### src/design/mame_pkg.sv
package mame_pkg;
   localparam logic [3:0] OP_MOVE_FIRST = 4'hc;
   localparam logic [3:0] OP_MOVE_SECOND = 4'hf;
   localparam logic [7:0] OP_BANK_LOAD = 8'h01;
   localparam logic [7:0] OP_LIT_LOAD = 8'h0e;
   localparam logic [7:0] OP_MUL_LIT = 8'h0d;
   localparam logic [6:0] OP_W_STORE = 7'h37;
   localparam logic [7:0] INDEXED_MAX = 8'h5f;
   localparam logic [7:0] ACCESS_SPLIT = 8'h60;
   localparam logic [3:0] ACCESS_HIGH_BANK = 4'hf;
   localparam logic [11:0] WREG_ADDR = 12'hfe8;
   localparam logic [7:0] RESET_BYTE = 8'h00;
   localparam logic [1:0] PH_DECODE = 2'h0;
   localparam logic [1:0] PH_READ = 2'h1;
   localparam logic [1:0] PH_PROCESS = 2'h2;
   localparam logic [1:0] PH_WRITE = 2'h3;

   typedef struct packed {
      logic rd;
      logic wr;
      logic [11:0] addr;
      logic [7:0] wdata;
   } mame_mem_t;
endpackage

### src/design/mame_exec.sv
`timescale 1ns/1ps
// four-phase execute for moves and literal multiply
module mame_exec (
   input wire logic mclk,
   input wire logic sys_rst,
   input wire logic [15:0] instr,
   input wire logic instr_valid,
   input wire logic ext_en,
   input wire logic [7:0] fsr2_low,
   input wire logic [7:0] mem_rdata,
   output mame_pkg::mame_mem_t mem_r,
   output logic [7:0] working_r,
   output logic [7:0] bank_select_register_r,
   output logic [7:0] product_high_r,
   output logic [7:0] product_low_r,
   output logic [1:0] phase_r,
   output logic busy_r
);
   import mame_pkg::*;

   typedef enum {MAME_IDLE, MAME_SECOND} mame_state_t;
   mame_state_t state_r, state_nxt;
   logic [7:0] hold_r;
   logic [11:0] src_r;
   logic [11:0] st_addr;
   logic go;
   logic is_move, is_bank, is_lit, is_mul, is_store;
   logic in_second;
   logic dest_ok;
   logic [15:0] product;
   logic [7:0] lit;
   mame_mem_t mem_nxt;

   function automatic logic is_w(input logic [11:0] a);
      return a == WREG_ADDR;
   endfunction

   // opcode decode; a new word is taken only while idle
   assign lit = instr[7:0];
   assign go = instr_valid && state_r == MAME_IDLE;
   assign in_second = state_r == MAME_SECOND;
   // a second word without its prefix cancels the write
   assign dest_ok = in_second && instr_valid &&
      instr[15:12] == OP_MOVE_SECOND;
   assign is_move = go && instr[15:12] == OP_MOVE_FIRST;
   assign is_bank = go && instr[15:8] == OP_BANK_LOAD;
   assign is_lit = go && instr[15:8] == OP_LIT_LOAD;
   assign is_mul = go && instr[15:8] == OP_MUL_LIT;
   assign is_store = go && instr[15:9] == OP_W_STORE;
   assign product = {8'h00, working_r} * {8'h00, lit};

   mame_addr u_addr (
      .f_addr(instr[7:0]),
      .access_bit(instr[8]),
      .ext_en(ext_en),
      .bank(bank_select_register_r[3:0]),
      .fsr2(fsr2_low),
      .full_addr(st_addr)
   );

   // move holds until phase four of its second cycle
   always_comb begin
      state_nxt = state_r;
      if (phase_r == PH_WRITE) begin
         if (is_move) begin
            state_nxt = MAME_SECOND;
         end else if (in_second) begin
            state_nxt = MAME_IDLE;
         end
      end
   end

   // memory strobe; no read at all in the second move cycle
   always_comb begin
      mem_nxt = '0;
      if (phase_r == PH_DECODE && is_move) begin
         mem_nxt.rd = !is_w(instr[11:0]);
         mem_nxt.addr = instr[11:0];
      end else if (phase_r == PH_PROCESS && dest_ok &&
                   !is_w(instr[11:0])) begin
         mem_nxt.wr = 1'b1;
         mem_nxt.addr = instr[11:0];
         mem_nxt.wdata = hold_r;
      end else if (phase_r == PH_PROCESS && is_store) begin
         mem_nxt.wr = 1'b1;
         mem_nxt.addr = st_addr;
         mem_nxt.wdata = working_r;
      end
   end

   // phase counter, move state and registered strobes
   always_ff @(posedge mclk or posedge sys_rst) begin
      if (sys_rst) begin
         phase_r <= PH_DECODE;
         state_r <= MAME_IDLE;
         mem_r <= '0;
         busy_r <= 1'b0;
         src_r <= '0;
      end else begin
         phase_r <= phase_r + 2'h1;
         state_r <= state_nxt;
         mem_r <= mem_nxt;
         busy_r <= state_nxt == MAME_SECOND;
         if (phase_r == PH_DECODE && is_move) src_r <= instr[11:0];
      end
   end

   // operand capture and phase four writes; no status flags exist here
   always_ff @(posedge mclk or posedge sys_rst) begin
      if (sys_rst) begin
         hold_r <= RESET_BYTE;
         working_r <= RESET_BYTE;
         bank_select_register_r <= RESET_BYTE;
         product_high_r <= RESET_BYTE;
         product_low_r <= RESET_BYTE;
      end else begin
         if (phase_r == PH_READ && mem_r.rd) hold_r <= mem_rdata;
         if (phase_r == PH_READ && is_move && is_w(src_r))
            hold_r <= working_r;
         if (phase_r == PH_WRITE) begin
            if (is_bank) bank_select_register_r <= {4'h0, lit[3:0]};
            if (is_lit) working_r <= lit;
            if (is_mul) begin
               product_high_r <= product[15:8];
               product_low_r <= product[7:0];
            end
            if (dest_ok && is_w(instr[11:0]))
               working_r <= hold_r;
         end
      end
   end

   property p_bank_upper;
      @(posedge mclk) disable iff (sys_rst)
      bank_select_register_r[7:4] == 4'h0;
   endproperty
   a_bank_upper: assert property (p_bank_upper)
      else $error("bank select upper nibble not zero");

   property p_move_two;
      @(posedge mclk) disable iff (sys_rst)
      (phase_r == PH_WRITE && is_move) |=> busy_r [*4] ##1 !busy_r;
   endproperty
   a_move_two: assert property (p_move_two)
      else $error("move did not last two cycles");

   property p_no_second_read;
      @(posedge mclk) disable iff (sys_rst)
      busy_r |-> !mem_r.rd;
   endproperty
   a_no_second_read: assert property (p_no_second_read)
      else $error("dummy read in second move cycle");

   property p_lit;
      @(posedge mclk) disable iff (sys_rst)
      (phase_r == PH_WRITE && is_lit) |=> working_r == $past(lit);
   endproperty
   a_lit: assert property (p_lit)
      else $error("literal not loaded");

   property p_mul;
      @(posedge mclk) disable iff (sys_rst)
      (phase_r == PH_WRITE && is_mul) |=>
         {product_high_r, product_low_r} ==
            {8'h00, $past(working_r)} * {8'h00, $past(lit)}
         && working_r == $past(working_r);
   endproperty
   a_mul: assert property (p_mul)
      else $error("multiply result wrong");

   property p_store;
      @(posedge mclk) disable iff (sys_rst)
      (phase_r == PH_PROCESS && is_store) |=>
         mem_r.wr && mem_r.wdata == working_r && phase_r == PH_WRITE;
   endproperty
   a_store: assert property (p_store)
      else $error("store write missing");

   property p_bank;
      @(posedge mclk) disable iff (sys_rst)
      (phase_r == PH_WRITE && is_bank) |=>
         bank_select_register_r[3:0] == $past(lit[3:0]);
   endproperty
   a_bank: assert property (p_bank)
      else $error("bank select not loaded");

   property p_wr_phase;
      @(posedge mclk) disable iff (sys_rst)
      mem_r.wr |-> phase_r == PH_WRITE;
   endproperty
   a_wr_phase: assert property (p_wr_phase)
      else $error("write outside phase four");

   property p_rd_phase;
      @(posedge mclk) disable iff (sys_rst)
      mem_r.rd |-> phase_r == PH_READ;
   endproperty
   a_rd_phase: assert property (p_rd_phase)
      else $error("read outside phase two");

   // end to end: the byte read is the byte written six phases later
   property p_move_copy;
      @(posedge mclk) disable iff (sys_rst)
      (phase_r == PH_READ && mem_r.rd) |->
         ##6 (!mem_r.wr || mem_r.wdata == $past(mem_rdata, 6));
   endproperty
   a_move_copy: assert property (p_move_copy)
      else $error("moved byte differs from byte read");

   property p_store_bank;
      @(posedge mclk) disable iff (sys_rst)
      (phase_r == PH_PROCESS && is_store && instr[8]) |=>
         mem_r.addr == {$past(bank_select_register_r[3:0]), $past(lit)};
   endproperty
   a_store_bank: assert property (p_store_bank)
      else $error("banked store address wrong");

   property p_indexed;
      @(posedge mclk) disable iff (sys_rst)
      (phase_r == PH_PROCESS && is_store && ext_en && !instr[8]
         && lit <= INDEXED_MAX) |=>
         mem_r.addr == {4'h0, $past(fsr2_low) + $past(lit)};
   endproperty
   a_indexed: assert property (p_indexed)
      else $error("indexed store address wrong");

   // the bank register moves only on its own load
   property p_bank_keep;
      @(posedge mclk) disable iff (sys_rst)
      !(phase_r == PH_WRITE && is_bank) |=>
         $stable(bank_select_register_r);
   endproperty
   a_bank_keep: assert property (p_bank_keep)
      else $error("bank select changed without a load");

   property p_single;
      @(posedge mclk) disable iff (sys_rst)
      (phase_r == PH_WRITE && (is_store || is_lit || is_mul || is_bank))
         |=> !busy_r && phase_r == PH_DECODE;
   endproperty
   a_single: assert property (p_single)
      else $error("one-word instruction held the core");
endmodule

### src/design/mame_addr.sv
`timescale 1ns/1ps
// bank-relative address forming for the working store
module mame_addr (
   input wire logic [7:0] f_addr,
   input wire logic access_bit,
   input wire logic ext_en,
   input wire logic [3:0] bank,
   input wire logic [7:0] fsr2,
   output logic [11:0] full_addr
);
   import mame_pkg::*;

   logic indexed;
   logic low_access;
   logic [7:0] idx_low;
   assign indexed = ext_en && !access_bit && (f_addr <= INDEXED_MAX);
   assign low_access = f_addr < ACCESS_SPLIT;
   assign idx_low = fsr2 + f_addr;
   // access bank splits into low ram and the high special registers
   assign full_addr = indexed ? {4'h0, idx_low} :
      access_bit ? {bank, f_addr} :
      low_access ? {4'h0, f_addr} : {ACCESS_HIGH_BANK, f_addr};
endmodule

### config.mk
export PLATFORM = sky130hd
export DESIGN_NAME = mame_exec
export DESIGN_NICKNAME = d
export VERILOG_FILES = /design/src/design/mame_pkg.sv /design/src/design/mame_exec.sv /design/src/design/mame_addr.sv
export SDC_FILE = /design/constraint.sdc
export NUM_CORES = 1
export LEC_CHECK = 0
export ABC_CLOCK_PERIOD_IN_PS = 10800
export BUFFER_PORTS_ARGS = -buffer_cell sky130_fd_sc_hd__buf_4
export CAP_MARGIN = 0
export CELL_PAD_IN_SITES_DETAIL_PLACEMENT = 1
export CELL_PAD_IN_SITES_GLOBAL_PLACEMENT = 1
export CORE_MARGIN = 8
export CORE_UTILIZATION = 45
export DETAILED_ROUTE_END_ITERATION = 12
export HOLD_SLACK_MARGIN = 0.06
export PLACE_DENSITY_LB_ADDON = 0.25
export SLEW_MARGIN = 20
export SYNTH_ARGS = -nofsm -noshare
export SYNTH_HDL_FRONTEND = slang
export SYNTH_HIERARCHICAL = 1
export SYNTH_SLANG_ARGS = --single-unit
### constraint.sdc
create_clock -name mclk -period 10.8 [get_ports mclk]
set_clock_uncertainty 0.15 [all_clocks]
set_input_delay 0.54 -clock mclk [delete_from_list [all_inputs] [get_ports mclk]]
set_output_delay 0.54 -clock mclk [all_outputs]
set_load 0.01 [all_outputs]
==> flow_metrics.env, run 1 <==
export IMPL_status="complete, no violations"
export IMPL_fillers=1588
export IMPL_numCtsBuffers=9
export IMPL_start_util_pct=45.79
export IMPL_syn_inst=639
export IMPL_fin_crit_sh_pct=43.71
export IMPL_syn2layout_area_growth_pct=14.87
export IMPL_cts_setup_buffers=0
export IMPL_design_die_area_um2=18870
export IMPL_p_seq_share_pct=49.6
export IMPL_cp_start_kind="flip-flop"
export IMPL_ys_ff_latch=105
export IMPL_combPwrFrac_pct=9.3
export IMPL_drt_iter0_drc=140
export IMPL_drc=0
export IMPL_power_share_clock_pct=41.0
export IMPL_grtUsageTotal_pct=17.55
export IMPL_via_count=4594
export IMPL_path_max_fanout=12
export IMPL_cts_sinks=105
export IMPL_power_density_nw_per_um2=108.8
export IMPL_fin_crit_ps=4721
export IMPL_clkTransAtPathRegs_ps=80
export IMPL_grt_setup_unrepaired="false"
export IMPL_grt_ovfl_total=0
export IMPL_rows=44
export IMPL_setup_tns_ps=0
export IMPL_io_pins=93
export IMPL_drive_gt1_share_pct=19.97
export IMPL_globalplace_congestion=0.8274
export IMPL_cts_root_buf="clkbuf_16"
export IMPL_antenna_found_initial=0
export IMPL_most_common_layout_cells="dfrtp_1, buf_4, inv_1"
export IMPL_swShare_pct=25.11
export IMPL_max_freq_mhz=211.8
export IMPL_grt_max_degree=74
export IMPL_yosysSeqAreaShare_pct=39.63
export IMPL_seq_area_um2=2628
export IMPL_leakage_uw=0.003954
export IMPL_hold_viol=0
export IMPL_layout_commonest_cell="dfrtp_1"
export IMPL_worstPathRequired_ps=10910
export IMPL_layout_nets=802
export IMPL_cts_max_level=3
export IMPL_port_buffer_count=88
export IMPL_route_final_wire_length_um=15920
export IMPL_cts_max_path_buffers=2
export IMPL_maxCapViolations=0
export IMPL_ant_nets=0
export IMPL_synth_edff_count=0
export IMPL_die_h_um=137.4
export IMPL_async_flop_share_pct=100.0
export IMPL_worstSetupPathType="reg2reg"
export IMPL_ir_drop_mv=0.07859
export IMPL_syn_area_per_cell_um2=10.38
export IMPL_final_util_pct=52.60
export IMPL_synth_area_um2=6630
export IMPL_grt_pass1_wl_um=25950
export IMPL_final_setup_viol_count=0
export IMPL_tightest_slew_ps=1018
export IMPL_dp_cells=854
export IMPL_end_kind="flip-flop"
export IMPL_multiInputGateArea_um2=3507
export IMPL_clock_latency_ps=360
export IMPL_fin_total_pwr_uw=828.7
export IMPL_internal_power_uw=620.6
export IMPL_p_switching_uw=208.1
export IMPL_fin_ws_ps=6079
export IMPL_crit_arrival_ps=4830
export IMPL_hp_class="reg2reg"
export IMPL_slew_headroom_pct=32.13
export IMPL_via_per_inst=5.280
export IMPL_fin_cells=870
export IMPL_grt_pass1_vias=5120
export IMPL_cts_tree="built"
export IMPL_wl_per_cell_um=18.29
export IMPL_die_x_um=137.4
export IMPL_drv_slew=0
export IMPL_synth_warnings=6
export IMPL_drt_pass1_iter_count=4
export IMPL_core_area_um2=14480
export IMPL_synth_ff_type="dfrtp_1"
export IMPL_dp_hpwl_um=12570
export IMPL_synth_cell_types=55
export IMPL_dp_slack_ps=5945
export IMPL_diodes=0
## layer usage
layer | routed length [µm] | track usage, % | up-vias
met5 | 0 | 0 | -
met1 | 6912 | 21.42 | 2304
met4 | 197 | 5.311 | 0
li1 | - | - | 2199
met3 | 525 | 3.720 | 18
met2 | 8280 | 30.40 | 73
## flip-flops by register name (all words and copies together) (netlist names)
name and flops:
bank_select_register_r 4, busy_r 1, hold_r 8, mem_r 22
phase_r 2, product_high_r 8, product_low_r 8, src_r 12
state_r 32, working_r 8
## synth_stat cells (all sizes together), types with 5 or more instances
cell type,number,area [µm²]
dfrtp,105,2628
inv,65,244.0
clkbuf,53,198.9
and2,52,325.3
nand2,51,193.9
ha,47,588.1
fa,37,740.7
o21ai,35,175.2
a21oi,23,115.1
mux2,22,247.7
a22o,20,175.2
nor2,11,41.29
nor4,11,105.1
buf,10,63.81
mux2i,9,90.09
or4,9,71.32
xnor2,7,61.31
nand2b,6,37.54
xor2,6,52.55
a211oi,5,50.05
nand3,5,25.02
o21a,5,37.54
## layout make-up
cell class              count  area share, %
multi-input cells         409          46.05
flip-flops and latches    105          34.50
repair buffers             92          9.101
inverters                  65          3.236
well taps                 184          3.023
clock buffers               9          2.957
clock inverters             6          1.134
## path summary, 6_finish.rpt
check / depth (start not counted) / start / slack [ps] / endpoint
worst max-delay path: 13 / working_r[6] / 6080 / product_high_r[6]
worst min-delay path: 0 / state_r[20] / 230 / state_r[20]
worst max register to register: 13 / working_r[6] / 6080 / product_high_r[6]
worst min register to register: 0 / state_r[20] / 230 / state_r[20]
max in group asynchronous: 4 / sys_rst / 8660 / mem_r[21]
min in group asynchronous: 3 / sys_rst / 600 / product_low_r[6]
## critical path: stages (launching register included)
cell,delay (ps)
dfrtp_1,540
and2_1,260
fa_1,510
fa_1,510
fa_1,490
inv_1,50
fa_1,470
inv_1,40
ha_1,220
or4_1,500
o21ai_0,300
o311ai_0,220
xnor2_1,160
o21ai_0,190
## through the flow
step	area, µm²	hold slack, ps
6_report	7616	233.7
5_1_grt	7616	243.0
4_1_cts	7616	234.7
3_5_place_dp	7295	219.0
3_3_place_gp	7295	214.9
2_1_floorplan	6641	279.4
## power by group through the flow
stage	registers, µW	logic (µW)	clock network (µW)
6_report	411	77.3	340
5_1_grt	413	87.1	364
4_1_cts	411	79.0	351
3_5_place_dp	419	78.4	0
3_3_place_gp	418	75.1	0
2_1_floorplan	416	49.2	0
## what timing repair did
action                                 in CTS  in global routing
setup endpoints to repair                   0                  0
gates resized for setup                     0                  0
endpoints found under the hold margin      29                  0
hold buffers                                1                  0
## cells by family (layout without fill, tap and decap cells)
family	after synthesis	after routing	synth area share, %
compound gates	109	109	11.19
xor+xnor	13	13	1.717
fa+ha+maj	84	84	20.04
buf+inv	128	172	7.643
flops	105	105	39.63
mux	31	31	5.095
other cells	1	4	0.05656
simple gates	168	168	14.63
(Power assumes the default switching activity.)
==> run 2, diff against run 1 <==
ABC_CLOCK_PERIOD_IN_PS = 4100   (was 10800)
CORE_UTILIZATION = 41   (was 45)
clock period = 4.1 ns   (was 10.8 ns; I/O delays follow)
==> run 2 against run 1 <==
The run now ends with negative setup slack left. Final cell count increased by 10%. Final area up 8.6%. Routed wire length up 12%.
==> flow_metrics.env, run 2 (synthesized netlist as in run 1, its figures left out) <==
export IMPL_syn2layout_area_growth_pct=24.78
export IMPL_path_delay_family="adder cells"
export IMPL_die_h_um=143.2
export IMPL_io_pins=93
export IMPL_fin_crit_sh_pct=101.9
export IMPL_power_density_nw_per_um2=261.1
export IMPL_globalplace_congestion=0.8669
export IMPL_grt_pass1_vias=5716
export IMPL_most_common_layout_cells="buf_4, dfrtp_1, inv_1"
export IMPL_end_kind="flip-flop"
export IMPL_route_final_wire_length_um=17810
export IMPL_ant_nets=0
export IMPL_worstPathRequired_ps=4180
export IMPL_grt_ovfl_total=0
export IMPL_start_util_pct=41.89
export IMPL_crit_arrival_ps=4260
export IMPL_leakage_uw=0.004208
export IMPL_drt_iter0_drc=152
export IMPL_numCtsBuffers=9
export IMPL_antenna_found_initial=0
export IMPL_crit_top_cell="fa_1"
export IMPL_fin_crit_ps=4178
export IMPL_wl_per_cell_um=18.61
export IMPL_design_die_area_um2=20500
export IMPL_clock_latency_ps=350
export IMPL_drc=0
export IMPL_tightest_slew_ps=892.6
export IMPL_ir_drop_mv=0.1840
export IMPL_diodes=0
export IMPL_largest_reg_flops=32
export IMPL_reg_top3="state_r (32), mem_r (22), src_r (12)"
export IMPL_clkTransAtPathRegs_ps=70
export IMPL_rows=46
export IMPL_dp_slack_ps=-225.3
export IMPL_maxCapViolations=0
export IMPL_worstSetupPathType="reg2reg"
export IMPL_max_freq_mhz=239.3
export IMPL_drt_pass1_iter_count=4
export IMPL_die_x_um=143.2
export IMPL_cts_tree="built"
export IMPL_crit_slowest_cell="fa_1"
export IMPL_cts_max_level=3
export IMPL_path_max_fanout=8
export IMPL_whs_ps=79.76
export IMPL_cp_cell_sequence="and2_4 -> fa_1 -> fa_1 -> fa_1 -> inv_1 -> fa_1 -> inv_2 -> ha_4 -> or4_4 -> o21ai_4 -> o21ai_1 -> xnor2_1 -> o21ai_0"
export IMPL_max_stage_delay_ps=510
export IMPL_cts_root_buf="clkbuf_16"
export IMPL_top_register="state_r"
export IMPL_core_area_um2=15830
export IMPL_dp_hpwl_um=13710
export IMPL_grt_max_degree=68
export IMPL_violations="negative setup slack"
export IMPL_critPathBufInv=2
export IMPL_drv_slew=0
export IMPL_grt_pass1_wl_um=30150
export IMPL_post_route_cell_area_um2=8273
export IMPL_cts_sinks=105
export IMPL_grtUsageTotal_pct=18.77
export IMPL_place_area_um2=7676
export IMPL_hold_viol=0
export IMPL_grt_setup_unrepaired="true"
export IMPL_layout_commonest_cell="buf_4"
export IMPL_cp_start_kind="flip-flop"
export IMPL_via_per_inst=5.139
export IMPL_fin_total_pwr_uw=2160
export IMPL_port_buffer_count=88
export IMPL_fin_ws_ps=-78.10
export IMPL_drive_gt1_share_pct=30.09
export IMPL_final_util_pct=52.27
export IMPL_slew_headroom_pct=40.49
export IMPL_status="finished with violations"
export IMPL_layout_nets=859
export IMPL_via_count=4918
export IMPL_hp_class="in2reg"
export IMPL_final_setup_viol_count=5
export IMPL_cts_max_path_buffers=2
run 2: cell types whose count changed in the layout (fill, tap and decap cells not counted), moves of 9 or more:
cell           change
buf_4             +44
dlygate4sd3_1     +12
o21ai_0           -11
and2_1             -9
and2_4             +9
run 2: layout make-up:
| type | instances | area, µm² |
|---|---|---|
| multi-input cells | 409 | 3695 |
| repair buffers | 149 | 1155 |
| clock buffers | 10 | 229.0 |
| well taps | 216 | 270.3 |
| fillers | 1725 | 7555 |
| flip-flops and latches | 105 | 2634 |
| inverters | 65 | 246.5 |
| clock inverters | 3 | 43.79 |
run 2: path summary, 6_finish.rpt:
path,slack [ps],to,start,depth (start not counted)
max,-80,product_high_r[4],working_r[3],13
min,80,mem_r[16],instr[8],2
max reg2reg,-80,product_high_r[4],working_r[3],13
min reg2reg,230,state_r[21],state_r[21],0
max in group asynchronous,2340,state_r[21],sys_rst,4
min in group asynchronous,440,product_low_r[3],sys_rst,3
run 2: timing repair:
action                                 4_1_cts  5_1_grt
endpoints found under the hold margin       81        0
pin swaps                                   16       17
buffers inserted                             6        1
gates resized for setup                     23       17
setup endpoints to repair                    8        9
hold buffers                                13        0
run 2: metal layers:
layer | track usage, % | up-vias | part of all wire, %
met1 | 23.36 | 2484 | 44
li1 | - | 2312 | -
met4 | 4.586 | 0 | 1.5
met2 | 32.14 | 97 | 50
met5 | 0 | - | 0
met3 | 4.341 | 25 | 3.9
run 2: metrics by stage:
stage               setup TNS (ps)  std cells
floorplan                   -217.1        642
global placement            -330.8        924
detailed placement           -1167        924
CTS                         -449.5        956
global route                 -1487        957
finish                      -253.9        957
run 2: report_power, final:
group / switching [µW] / total [µW] / internal (µW)
Sequential: 20.2 / 1080 / 1060
Clock: 371 / 835 / 465
Combinational: 133 / 243 / 110
run 2: worst register-to-register path, stage by stage, from the launching register on:
cell and delay, ps:
dfrtp_2 450, and2_4 160, fa_1 500, fa_1 510
fa_1 500, inv_1 50, fa_1 490, inv_2 50
ha_4 160, or4_4 500, o21ai_4 180, o21ai_1 110
xnor2_1 160, o21ai_0 90
==> run 3, diff against run 2 <==
PLACE_DENSITY = 0.81   (was default)
PLACE_DENSITY_LB_ADDON = default   (was 0.25)
==> run 3 against run 2 <==
Highest routed layer unchanged. Utilization up 0.63 points. Routed wire length rose by 11%. Total power up 6.2%. The flow still finishes with violations (negative setup slack). Critical path depth unchanged. Largest cell class unchanged. Fmax decreased by 2.9%. Die area unchanged. Largest power group unchanged. Non-clock buffer count up 8. Via count up 3.4%. Final area rose by 1.2%. Global-route usage is 1.2 points higher. Clock-buffer cell count decreased by 1.
==> flow_metrics.env, run 3 (synthesized netlist as in run 1, its figures left out) <==
export IMPL_wl_per_cell_um=20.46
export IMPL_numCtsBuffers=9
export IMPL_setup_tns_ps=-1030
export IMPL_fin_crit_ps=4301
export IMPL_tightest_slew_ps=910.5
export IMPL_top_register="state_r"
export IMPL_leakage_uw=0.004282
export IMPL_cp_start_kind="flip-flop"
export IMPL_diodes=0
export IMPL_dp_hpwl_um=14400
export IMPL_grt_pass1_wl_um=31300
export IMPL_port_buffer_count=88
export IMPL_route_final_wire_length_um=19810
export IMPL_whs_ps=72.95
export IMPL_cts_tree="built"
export IMPL_design_die_area_um2=20500
export IMPL_drt_iter0_drc=195
export IMPL_crit_arrival_ps=4390
export IMPL_grt_use_met1_pct=22.38
export IMPL_ant_nets=0
export IMPL_io_pins=93
export IMPL_most_common_layout_cells="buf_4, dfrtp_1, inv_1"
export IMPL_combPwrFrac_pct=11.2
export IMPL_clock_latency_ps=370
export IMPL_dp_slack_ps=-239.8
export IMPL_grtUsageTotal_pct=20.01
export IMPL_internal_power_uw=1676
export IMPL_reg_top3="state_r (32), mem_r (22), src_r (12)"
export IMPL_fin_crit_sh_pct=104.9
export IMPL_hold_viol=0
export IMPL_fin_ws_ps=-200.8
export IMPL_start_util_pct=41.89
export IMPL_end_kind="flip-flop"
export IMPL_drive_gt1_share_pct=29.92
export IMPL_ir_drop_mv=0.2024
export IMPL_grt_ovfl_total=0
export IMPL_cts_max_level=3
export IMPL_largest_reg_flops=32
export IMPL_via_count=5085
export IMPL_grt_setup_unrepaired="true"
export IMPL_layout_nets=867
export IMPL_power_share_clock_pct=41.7
export IMPL_grtUsageMet2_pct=35.41
export IMPL_antenna_found_initial=0
export IMPL_max_freq_mhz=232.5
export IMPL_p_seq_share_pct=47.2
export IMPL_globalplace_congestion=0.8902
export IMPL_drv_slew=0
export IMPL_status="finished with violations"
export IMPL_post_route_cell_area_um2=8373
export IMPL_rows=46
export IMPL_worstPathRequired_ps=4190
export IMPL_core_area_um2=15830
export IMPL_final_util_pct=52.90
export IMPL_final_setup_viol_count=7
export IMPL_worstSetupPathType="reg2reg"
export IMPL_place_area_um2=7654
export IMPL_use_met3_pct=4.107
export IMPL_drt_pass1_iter_count=4
export IMPL_slew_headroom_pct=39.30
export IMPL_cts_max_path_buffers=2
export IMPL_via_per_inst=5.253
export IMPL_clkTransAtPathRegs_ps=80
export IMPL_hp_class="in2reg"
export IMPL_grt_pass1_vias=5863
export IMPL_violations="negative setup slack"
export IMPL_cts_root_buf="clkbuf_16"
export IMPL_grt_max_degree=76
export IMPL_die_x_um=143.2
export IMPL_maxCapViolations=0
export IMPL_cts_sinks=105
export IMPL_path_max_fanout=7
export IMPL_drc=0
export IMPL_p_switching_uw=618.5
export IMPL_die_h_um=143.2
export IMPL_grt_most_used_layer="met2"
export IMPL_swShare_pct=26.96
export IMPL_syn2layout_area_growth_pct=26.29
export IMPL_power_density_nw_per_um2=274.1
export IMPL_fillers=1747
export IMPL_layout_commonest_cell="buf_4"
==> run 3: area by class of cell <==
type,instances,area (µm²),area share [%]
multi-input combinational,409,3660,43.71
tap,216,270.3,3.228
inverter,65,246.5,2.944
timing repair buffer,157,1235,14.75
clock buffer,9,225.2,2.690
clock inverter,7,102.6,1.225
sequential,105,2634,31.46
==> run 3: critical path: stages (launching register included) <==
cell     delay, ps
dfrtp_2        470
and2_4         180
fa_1           500
fa_1           540
fa_1           530
inv_2           50
fa_1           510
inv_2           50
ha_4           150
or4_4          480
o21ai_4        200
o21ai_2        100
xnor2_1        160
o21ai_1         80
==> run 3: path summary, 6_finish.rpt <==
path                       cells after the start                 to          from  slack [ps]
max                                           13  product_high_r[4]  working_r[2]        -200
min                                            2           src_r[8]      instr[8]          70
max reg2reg                                   13  product_high_r[4]  working_r[2]        -200
min reg2reg                                    0        state_r[17]   state_r[17]         230
max in group asynchronous                      4       working_r[3]       sys_rst        2350
min in group asynchronous                      3   product_low_r[3]       sys_rst         430
==> run 3: stage by stage <==
step	cells	total power, µW
after floorplan	642	1227
after global placement	921	1313
after detailed placement	921	1330
after CTS	962	2305
after global routing	968	2382
final	968	2295
==> run 3: repair_timing <==
item | in CTS | in global routing
resized for setup | 29 | 10
hold buffers | 18 | 0
hold endpoints to repair | 94 | 0
endpoints found under the setup margin | 8 | 9
pin swaps | 15 | 11
buffers inserted | 7 | 6
==> run 3: metal layers <==
layer  wire length [µm]  up-vias
met1               7718     2567
met4                639        0
met3                983       45
li1                   -     2335
met5                  0        -
met2              10460      138
==> run 3: power by group through the flow <==
| stage | clock network [µW] | logic (µW) | registers (µW) |
|---|---|---|---|
| detailed placement | 0 | 229 | 1100 |
| floorplan | 0 | 132 | 1100 |
| global placement | 0 | 214 | 1100 |
| CTS | 974 | 250 | 1080 |
| global route | 1010 | 283 | 1090 |
| finish | 956 | 256 | 1080 |
